**config.mk**
```make
export PLATFORM = sky130hd
export DESIGN_NAME = opl_link
export DESIGN_NICKNAME = d
export VERILOG_FILES = /design/src/rtl/opl_bit_timer.v /design/src/rtl/opl_link.v
export VERILOG_INCLUDE_DIRS = /design/src /design/src/rtl
export SDC_FILE = /design/constraint.sdc
export NUM_CORES = 1
export LEC_CHECK = 0
export ABC_AREA = 1
export CAP_MARGIN = 20
export CORE_MARGIN = 2
export CORE_UTILIZATION = 55
export CTS_CLUSTER_DIAMETER = 80
export CTS_CLUSTER_SIZE = 24
export DETAILED_ROUTE_END_ITERATION = 10
export DONT_BUFFER_PORTS = 1
export MAX_ROUTING_LAYER = met4
export PLACE_DENSITY = 0.7
export SLEW_MARGIN = 30
export SYNTH_ARGS = -nofsm -noshare
export SYNTH_HDL_FRONTEND = slang
export SYNTH_SLANG_ARGS = --single-unit
```
**constraint.sdc**
```tcl
create_clock -name clk -period 2.8 [get_ports clk]
set_input_delay 0 -clock clk [delete_from_list [all_inputs] [get_ports clk]]
set_output_delay 0 -clock clk [all_outputs]
set_load 0.005 [all_outputs]
```
**src/rtl/opl_map.vh**
```
`ifndef OPL_MAP_VH
`define OPL_MAP_VH
// Register select codes (index of the setting register)
`define OPL_SEL_CONV1      2'h0
`define OPL_SEL_UNUSED     2'h1
`define OPL_SEL_CONV2      2'h2
`define OPL_SEL_NOUSE      2'h3
// Frame layout
`define OPL_DEV_ADDR       8'h4E
`define OPL_FLAG_BIT       7
`define OPL_SEL_HI         6
`define OPL_SEL_LO         5
`define OPL_CODE_W         5
`define OPL_FRAME_BITS     5'h10
`define OPL_BYTE_BITS      5'h08
// Reset values
`define OPL_CODE_RST       5'h00
// Timing, microseconds; clock frequency in MHz
`define OPL_STARTUP_US     170
`define OPL_TIMEOUT_US     520
`define OPL_ACK_US         520
`define OPL_ACKVAL_US      10
`define OPL_CLK_MHZ        20
`endif

```
**src/rtl/opl_bit_timer.v**
```verilog
`timescale 1ns/1ps
`include "opl_map.vh"
// Measures low and high time of one bit between falling edges
module opl_bit_timer #(
    parameter CW = 16
) (
    // Clock and reset
    input  wire          clk,
    input  wire          rst_n,
    // Control
    input  wire          run,
    input  wire          lineSync,
    input  wire          fallEdge,
    // Result
    output reg           bitValid,
    output reg           bitValue,
    output reg           bitBad,
    output reg  [CW-1:0] lowCount
);
    reg [CW-1:0] lowCnt_r;   // Low time of running bit
    reg [CW-1:0] highCnt_r;  // High time of running bit
    reg          active_r;   // A bit is being measured
    wire [CW-1:0] allOnes = {CW{1'b1}};

    ////////////////////////////////////////////////////////////////////////
    // Counting, saturates so a long level never wraps into a valid ratio
    always @(posedge clk or negedge rst_n) begin
        if (!rst_n) begin
            lowCnt_r  <= {CW{1'b0}};
            highCnt_r <= {CW{1'b0}};
            active_r  <= 1'b0;
            bitValid  <= 1'b0;
            bitValue  <= 1'b0;
            bitBad    <= 1'b0;
            lowCount  <= {CW{1'b0}};
        end else begin
            bitValid <= 1'b0;
            bitBad   <= 1'b0;
            lowCount <= lowCnt_r;
            if (!run) begin
                active_r  <= 1'b0;
                lowCnt_r  <= {CW{1'b0}};
                highCnt_r <= {CW{1'b0}};
            end else if (fallEdge) begin
                // Bit spans falling edge to falling edge
                if (active_r) begin
                    // Ratio of at least two decides the bit
                    if ({1'b0, highCnt_r} >= {lowCnt_r, 1'b0}) begin
                        bitValid <= 1'b1;
                        bitValue <= 1'b1;
                    end else if ({1'b0, lowCnt_r} >= {highCnt_r, 1'b0}) begin
                        bitValid <= 1'b1;
                        bitValue <= 1'b0;
                    end else begin
                        bitBad <= 1'b1;
                    end
                end
                active_r  <= 1'b1;
                lowCnt_r  <= {CW{1'b0}};
                highCnt_r <= {CW{1'b0}};
            end else if (active_r) begin
                if (!lineSync && lowCnt_r != allOnes)
                    lowCnt_r <= lowCnt_r + 1'b1;
                else if (lineSync && highCnt_r != allOnes)
                    highCnt_r <= highCnt_r + 1'b1;
            end
        end
    end
endmodule

```
**src/rtl/opl_link.v**
```verilog
`timescale 1ns/1ps
`include "opl_map.vh"
module opl_link #(
    parameter STARTUP_CYC = ((`OPL_STARTUP_US * `OPL_CLK_MHZ) + 0),
    parameter TIMEOUT_CYC = (`OPL_TIMEOUT_US * `OPL_CLK_MHZ),
    parameter ACK_CYC     = (`OPL_ACK_US * `OPL_CLK_MHZ),
    parameter ACKVAL_CYC  = (`OPL_ACKVAL_US * `OPL_CLK_MHZ),
    parameter CW          = 16
) (
    // Clock and reset
    input  wire       clk,
    input  wire       rst_n,
    // Converter enables
    input  wire       conv1_on,
    input  wire       conv2_on,
    // Shared mode/data pin
    input  wire       lineIn,
    output wire       lineOut,
    output wire       lineOe,
    // Mode and settings
    output reg        forcedPwm,
    output reg  [4:0] conv1Setting,
    output reg  [4:0] conv2Setting,
    output wire       ready
);
    localparam ST_OFF   = 3'h0;  // Receiver off
    localparam ST_START = 3'h1;  // Startup wait
    localparam ST_IDLE  = 3'h2;  // Waiting for frame
    localparam ST_RECV  = 3'h3;  // Shifting bits
    localparam ST_VAL   = 3'h4;  // Validation delay
    localparam ST_ACK   = 3'h5;  // Pulling line low

    reg  [2:0]    state_r;       // Receiver state
    reg  [2:0]    state_nxt;
    reg           sync1_r;       // Pin synchroniser, first stage
    reg           sync2_r;       // Pin synchroniser, second stage
    reg           lineDly_r;     // Previous synced level
    reg  [CW-1:0] timer_r;       // Shared wait counter
    reg  [CW-1:0] lowRun_r;      // Continuous low length
    reg  [4:0]    bitCnt_r;      // Bits received in frame
    reg  [15:0]   shift_r;       // Frame shift register
    reg           frameBad_r;    // Malformed bit seen
    reg           ackDrive_r;    // Pull-down switch on
    reg           enSync1_r;     // Enable synchroniser stages
    reg           enSync2_r;

    wire          fallEdge = lineDly_r & ~sync2_r;
    wire          enabled  = enSync2_r;
    wire          bitValid;
    wire          bitValue;
    wire          bitBad;
    wire          timedOut = (lowRun_r >= TIMEOUT_CYC[CW-1:0]);
    // Bit timer idles after a timeout, so the next frame's first edge
    // starts a fresh bit instead of closing the abandoned one
    wire          rxRun    = ((state_r == ST_IDLE) || (state_r == ST_RECV)) && !timedOut;
    wire          frameOk  = (shift_r[15:8] == `OPL_DEV_ADDR) && !frameBad_r;

    assign ready   = (state_r != ST_OFF) && (state_r != ST_START);
    // Open drain: only ever pulls low
    assign lineOut = 1'b0;
    assign lineOe  = ackDrive_r;

    ////////////////////////////////////////////////////////////////////////
    // Bit decoder
    opl_bit_timer #(
        .CW(CW)
    ) u_bit (
        .clk      (clk),
        .rst_n    (rst_n),
        .run      (rxRun),
        .lineSync (sync2_r),
        .fallEdge (fallEdge),
        .bitValid (bitValid),
        .bitValue (bitValue),
        .bitBad   (bitBad),
        .lowCount ()
    );

    ////////////////////////////////////////////////////////////////////////
    // Synchronisers; the pin and enables come from outside the clock domain
    always @(posedge clk or negedge rst_n) begin
        if (!rst_n) begin
            sync1_r   <= 1'b1;
            sync2_r   <= 1'b1;
            lineDly_r <= 1'b1;
            enSync1_r <= 1'b0;
            enSync2_r <= 1'b0;
        end else begin
            sync1_r   <= lineIn;
            sync2_r   <= sync1_r;
            lineDly_r <= sync2_r;
            enSync1_r <= conv1_on | conv2_on;
            enSync2_r <= enSync1_r;
        end
    end

    ////////////////////////////////////////////////////////////////////////
    // Next state
    always @* begin
        state_nxt = state_r;
        case (state_r)
            ST_OFF:   if (enabled) state_nxt = ST_START;
            ST_START: if (timer_r >= STARTUP_CYC[CW-1:0]) state_nxt = ST_IDLE;
            ST_IDLE:  if (fallEdge) state_nxt = ST_RECV;
            ST_RECV: begin
                if (timedOut)
                    state_nxt = ST_IDLE;
                else if (bitCnt_r == `OPL_FRAME_BITS)
                    state_nxt = ST_VAL;
            end
            ST_VAL: begin
                if (timer_r >= ACKVAL_CYC[CW-1:0])
                    state_nxt = (frameOk && shift_r[`OPL_FLAG_BIT]) ? ST_ACK : ST_IDLE;
            end
            ST_ACK: begin
                // Entry cycle counts too, so the pulse never exceeds its limit
                if ((timer_r + 1'b1) >= ACK_CYC[CW-1:0])
                    state_nxt = ST_IDLE;
            end
            default:  state_nxt = ST_OFF;
        endcase
        if (!enabled)
            state_nxt = ST_OFF;
    end

    ////////////////////////////////////////////////////////////////////////
    // State, counters and frame capture
    always @(posedge clk or negedge rst_n) begin
        if (!rst_n) begin
            state_r    <= ST_OFF;
            timer_r    <= {CW{1'b0}};
            bitCnt_r   <= 5'h00;
            shift_r    <= 16'h0000;
            frameBad_r <= 1'b0;
            ackDrive_r <= 1'b0;
        end else begin
            state_r <= state_nxt;
            if (state_nxt != state_r)
                timer_r <= {CW{1'b0}};
            else if (timer_r != {CW{1'b1}})
                timer_r <= timer_r + 1'b1;
            ackDrive_r <= (state_nxt == ST_ACK);
            if (state_r == ST_IDLE) begin
                bitCnt_r   <= 5'h00;
                frameBad_r <= 1'b0;
            end else if (state_r == ST_RECV) begin
                if (bitValid) begin
                    // Shift in MSB first
                    shift_r  <= {shift_r[14:0], bitValue};
                    bitCnt_r <= bitCnt_r + 5'h01;
                end else if (bitBad) begin
                    frameBad_r <= 1'b1;
                    bitCnt_r   <= bitCnt_r + 5'h01;
                end
            end
        end
    end

    ////////////////////////////////////////////////////////////////////////
    // Low run length for the power-save timeout
    // Counts the synced level, so the limit carries two cycles of sync delay
    always @(posedge clk or negedge rst_n) begin
        if (!rst_n) begin
            lowRun_r <= {CW{1'b0}};
        end else if (sync2_r || !enabled) begin
            lowRun_r <= {CW{1'b0}};
        end else if (!timedOut) begin
            lowRun_r <= lowRun_r + 1'b1;
        end
    end

    ////////////////////////////////////////////////////////////////////////
    // Mode: high forces fixed frequency, held until the low timeout
    always @(posedge clk or negedge rst_n) begin
        if (!rst_n) begin
            forcedPwm <= 1'b0;
        end else if (sync2_r) begin
            forcedPwm <= 1'b1;
        end else if (timedOut) begin
            forcedPwm <= 1'b0;
        end
    end

    ////////////////////////////////////////////////////////////////////////
    // Setting registers, written only from a good frame at end of validation
    always @(posedge clk or negedge rst_n) begin
        if (!rst_n) begin
            conv1Setting <= `OPL_CODE_RST;
            conv2Setting <= `OPL_CODE_RST;
        end else if (state_r == ST_VAL && state_nxt != ST_VAL && frameOk) begin
            case (shift_r[`OPL_SEL_HI:`OPL_SEL_LO])
                `OPL_SEL_CONV1: conv1Setting <= shift_r[`OPL_CODE_W-1:0];
                `OPL_SEL_CONV2: conv2Setting <= shift_r[`OPL_CODE_W-1:0];
                default: ;
            endcase
        end
    end
endmodule

```
==> impl_metrics.csv <==
group,metric,value,unit
routing,ant_nets,0,
clocking,cts_num_sinks,110,
logic_synthesis,syn_area,6502,µm²
timing,finalSetupViolCount,0,
cells_and_area,insertedDiodeCount,0,
grt,track_usage,0.2402,
routing,routedWlPerCell,14.20,µm
power_and_ir_drop,power.total,3035,µW
clocking,numCtsBuffers,9,
timing,period_minus_slack,2.459,ns
logic_synthesis,synth_cells,826,
cells_and_area,drive_above_1_share,0.08778,
cells_and_area,nNetsFinal,881,
critical_path,regToRegStartpoint,"lowRun_r[9]$_DFFE_PN0P_",
timing,rsz0062_at_grt,"no",
logic_synthesis,seq_area_frac_synth,0.4239,
floorplanning,initial_core_util,0.5670,
clocking,clk_pin_slew,0.07,ns
job,cap_violations,0,
critical_path,arrival,2.72,ns
clocking,cts_root_buffer,"clkbuf_16",
floorplanning,die_h,112.7,µm
timing,worstMarginPinSlew,0.7080,ns
grt,grt-ovfl-total,0,
clocking,clk_latency,0.35,ns
min_path,hp-class,"in2async",
critical_path,critical_path.endpoint_type,"flip-flop",
logic_synthesis,synthesis.nets,869,
routing,vias,5464,
floorplanning,ios,19,
logic_synthesis,yosys_warnings,0,
critical_path,cp_max_fo,11,
critical_path,reg2reg_slack,0.34,ns
routing,dr.pass1.iters,5,
power_and_ir_drop,vdd_ir_drop_max,0.5296,mV
status,status,"finished clean",
placement,portBuffers,0,
timing,final_hold_viol_count,0,
power_and_ir_drop,p_per_area,431.5,nW/µm²
routing,postRouteWirelength,14.00,mm
floorplanning,num_rows,39,
timing,timing.final.crit_share,0.8782,
grt,antenna_found_initial,0,
logic_synthesis,synthArstFlopShare,1.000,
floorplanning,die_w,112.7,µm
placement,routabilityCongestion,0.9290,
routing,drc,0,
grt,grt_pass1_vias,5239,
floorplanning,die-area,12710,µm²
critical_path,r2r_end,"u_bit.highCnt_r[0]$_DFFE_PN0P_",
routing,initialDrtViolationCount,506,
timing,fmax,406.7,MHz
cells_and_area,nFillCells,1030,
timing,slew_headroom,0.5269,
clocking,htree_levels,3,
critical_path,start_kind,"flip-flop",
critical_path,critPathRequiredTime,3.06,ns
timing,clock_skew,0.008727,ns
logic_synthesis,synth-edff-count,0,
logic_synthesis,ys_seq_elements,110,
timing,maxSlewViolCount,0,
logic_synthesis,ys.flop_type,"dfrtp_1",
grt,grt_pass1_wl,24.12,mm
cells_and_area,area_growth_syn_to_layout,8.178,%
floorplanning,coreArea,11470,µm²
placement,hpwl,10.48,mm
logic_synthesis,synth.distinct_cells,42,
routing,drt-vias-per-instance,5.542,
grt,grt_max_degree,111,
logic_synthesis,avgSynthCellArea,7.872,µm²
clocking,clk_path_buf_depth,2,
clocking,cts_tree,"done",
critical_path,r2r_cells,10,
critical_path,worstSetupPathType,"reg2reg",
timing,setup_tns,0,ns
power_and_ir_drop,leakage,0.003248,µW
final cells by class:
cell class	count	area [µm²]	share of cell area
multi-input combinational	586	3226	0.4586
timing repair buffer	11	112.6	0.01601
clock buffer	10	239.0	0.03397
inverter	120	450.4	0.06403
sequential	110	2756	0.3919
tap	143	178.9	0.02544
clock inverter	6	71.32	0.01014
cells by family after synthesis:
| logic type | share of synthesized area |
|---|---|
| AOI/OAI and AO/OA | 0.09428 |
| xor gates and xnor gates | 0.01347 |
| adders and majority gates | 0.07312 |
| buffers and inverters | 0.08043 |
| DFF | 0.4239 |
| muxes | 0.01559 |
| other | 0.0005767 |
| and+or+nand+nor | 0.2986 |
what timing repair did:
action / CTS / global route
hold buffers: 5 / 0
gates resized for setup: 0 / 1
buffers inserted: 0 / 0
setup endpoints to repair: 0 / 9
hold endpoints to repair: 112 / 0
cells in the final DEF, fill, tap and decap left out, types with 3 or more instances in the layout:
cell type / n
o21ai_0: 35
dfstp_2: 3
a21oi_1: 51
a221oi_1: 5
ha_1: 38
nor3_1: 35
nand4_1: 30
or2_2: 3
xor2_1: 10
o21bai_1: 3
mux2_2: 9
dlygate4sd3_1: 4
nor2_1: 92
nand2_1: 158
dfrtp_1: 107
nand2_2: 10
inv_1: 118
clkinv_4: 3
o21a_1: 5
nor2_2: 15
nor4_1: 11
buf_4: 6
nor2_4: 6
clkbuf_16: 9
nand3_1: 50
how the worst max path moves through the flow:
stage	from	end
6_report	lowRun_r[9]$_DFFE_PN0P_	u_bit.highCnt_r[0]$_DFFE_PN0P_
5_1_grt	lowRun_r[9]$_DFFE_PN0P_	u_bit.highCnt_r[0]$_DFFE_PN0P_
4_1_cts	timer_r[1]$_DFFE_PN0P_	conv1Setting[2]$_DFFE_PN0P_
3_5_place_dp	timer_r[1]$_DFFE_PN0P_	conv1Setting[2]$_DFFE_PN0P_
3_3_place_gp	timer_r[2]$_DFFE_PN0P_	conv1Setting[0]$_DFFE_PN0P_
2_1_floorplan	timer_r[1]$_DFFE_PN0P_	timer_r[4]$_DFFE_PN0P_
state kept, by name (all words and copies together), names as in the netlist, 3 cells and up:
name             cells
lowRun_r            16
bitCnt_r             5
conv2Setting         5
u_bit.lowCnt_r      16
shift_r             16
conv1Setting         5
state_r              3
u_bit.highCnt_r     16
timer_r             16
cell usage after synthesis (2+ instances only):
cell type | count | share of area
nand4_1 | 30 | 0.029
dfrtp_1 | 107 | 0.41
inv_1 | 118 | 0.068
inv_2 | 2 | 0.0012
dfstp_2 | 3 | 0.012
nor2_1 | 92 | 0.053
nor2_4 | 6 | 0.010
or2_2 | 3 | 0.0029
o21a_1 | 5 | 0.0058
a21oi_1 | 51 | 0.039
o211ai_1 | 2 | 0.0023
o31ai_1 | 2 | 0.0023
nand2_1 | 159 | 0.092
buf_4 | 2 | 0.0023
o21bai_1 | 3 | 0.0035
clkbuf_1 | 5 | 0.0029
nor3_1 | 35 | 0.027
a21o_1 | 2 | 0.0023
nand3b_1 | 2 | 0.0023
o21ai_0 | 35 | 0.027
nor2_2 | 15 | 0.014
ha_1 | 38 | 0.073
and3_1 | 2 | 0.0019
mux2_2 | 9 | 0.016
xor2_1 | 10 | 0.013
nor4_1 | 11 | 0.011
nand2_2 | 9 | 0.0087
nand3_1 | 50 | 0.038
a221oi_1 | 5 | 0.0067
through the flow:
stage	cells	cell area (µm²)	setup WS [ns]	util	hold slack (ns)
2_1_floorplan	826	6502	0.7826	-	-0.2956
3_3_place_gp	965	6654	0.3647	0.5803	-0.2927
3_5_place_dp	965	6654	0.2497	0.5803	-0.2928
4_1_cts	986	7032	0.2356	0.6132	0.2041
5_1_grt	986	7034	0.05641	0.6134	0.2112
6_report	986	7034	0.3411	0.6134	0.2174
power breakdown:
part	leakage, µW	total, µW	switching, µW	internal [µW]
clock network	0.000145	1310	584	723
registers	0.00151	1620	18.2	1610
logic	0.00160	105	76.3	28.2
total	0.00325	3040	678	2360
worst max-delay path: stages, from the launching register on:
cell and delay, ns:
dfrtp_1 0.42, inv_1 0.11, nand2_1 0.08, o211ai_1 0.17, nand3b_1 0.29, nor2_1 0.32
nand2_2 0.25, inv_1 0.26, buf_4 0.20, o21ai_0 0.09, a21oi_1 0.18
layer usage:
layer | vias up | routed length (µm) | track usage
met3 | 28 | 481 | 0.04124
met5 | - | 0 | -
li1 | 2748 | - | -
met2 | 121 | 6571 | 0.3796
met4 | 0 | 315 | 0.08049
met1 | 2567 | 6636 | 0.3170
(Power assumes the default switching activity.)
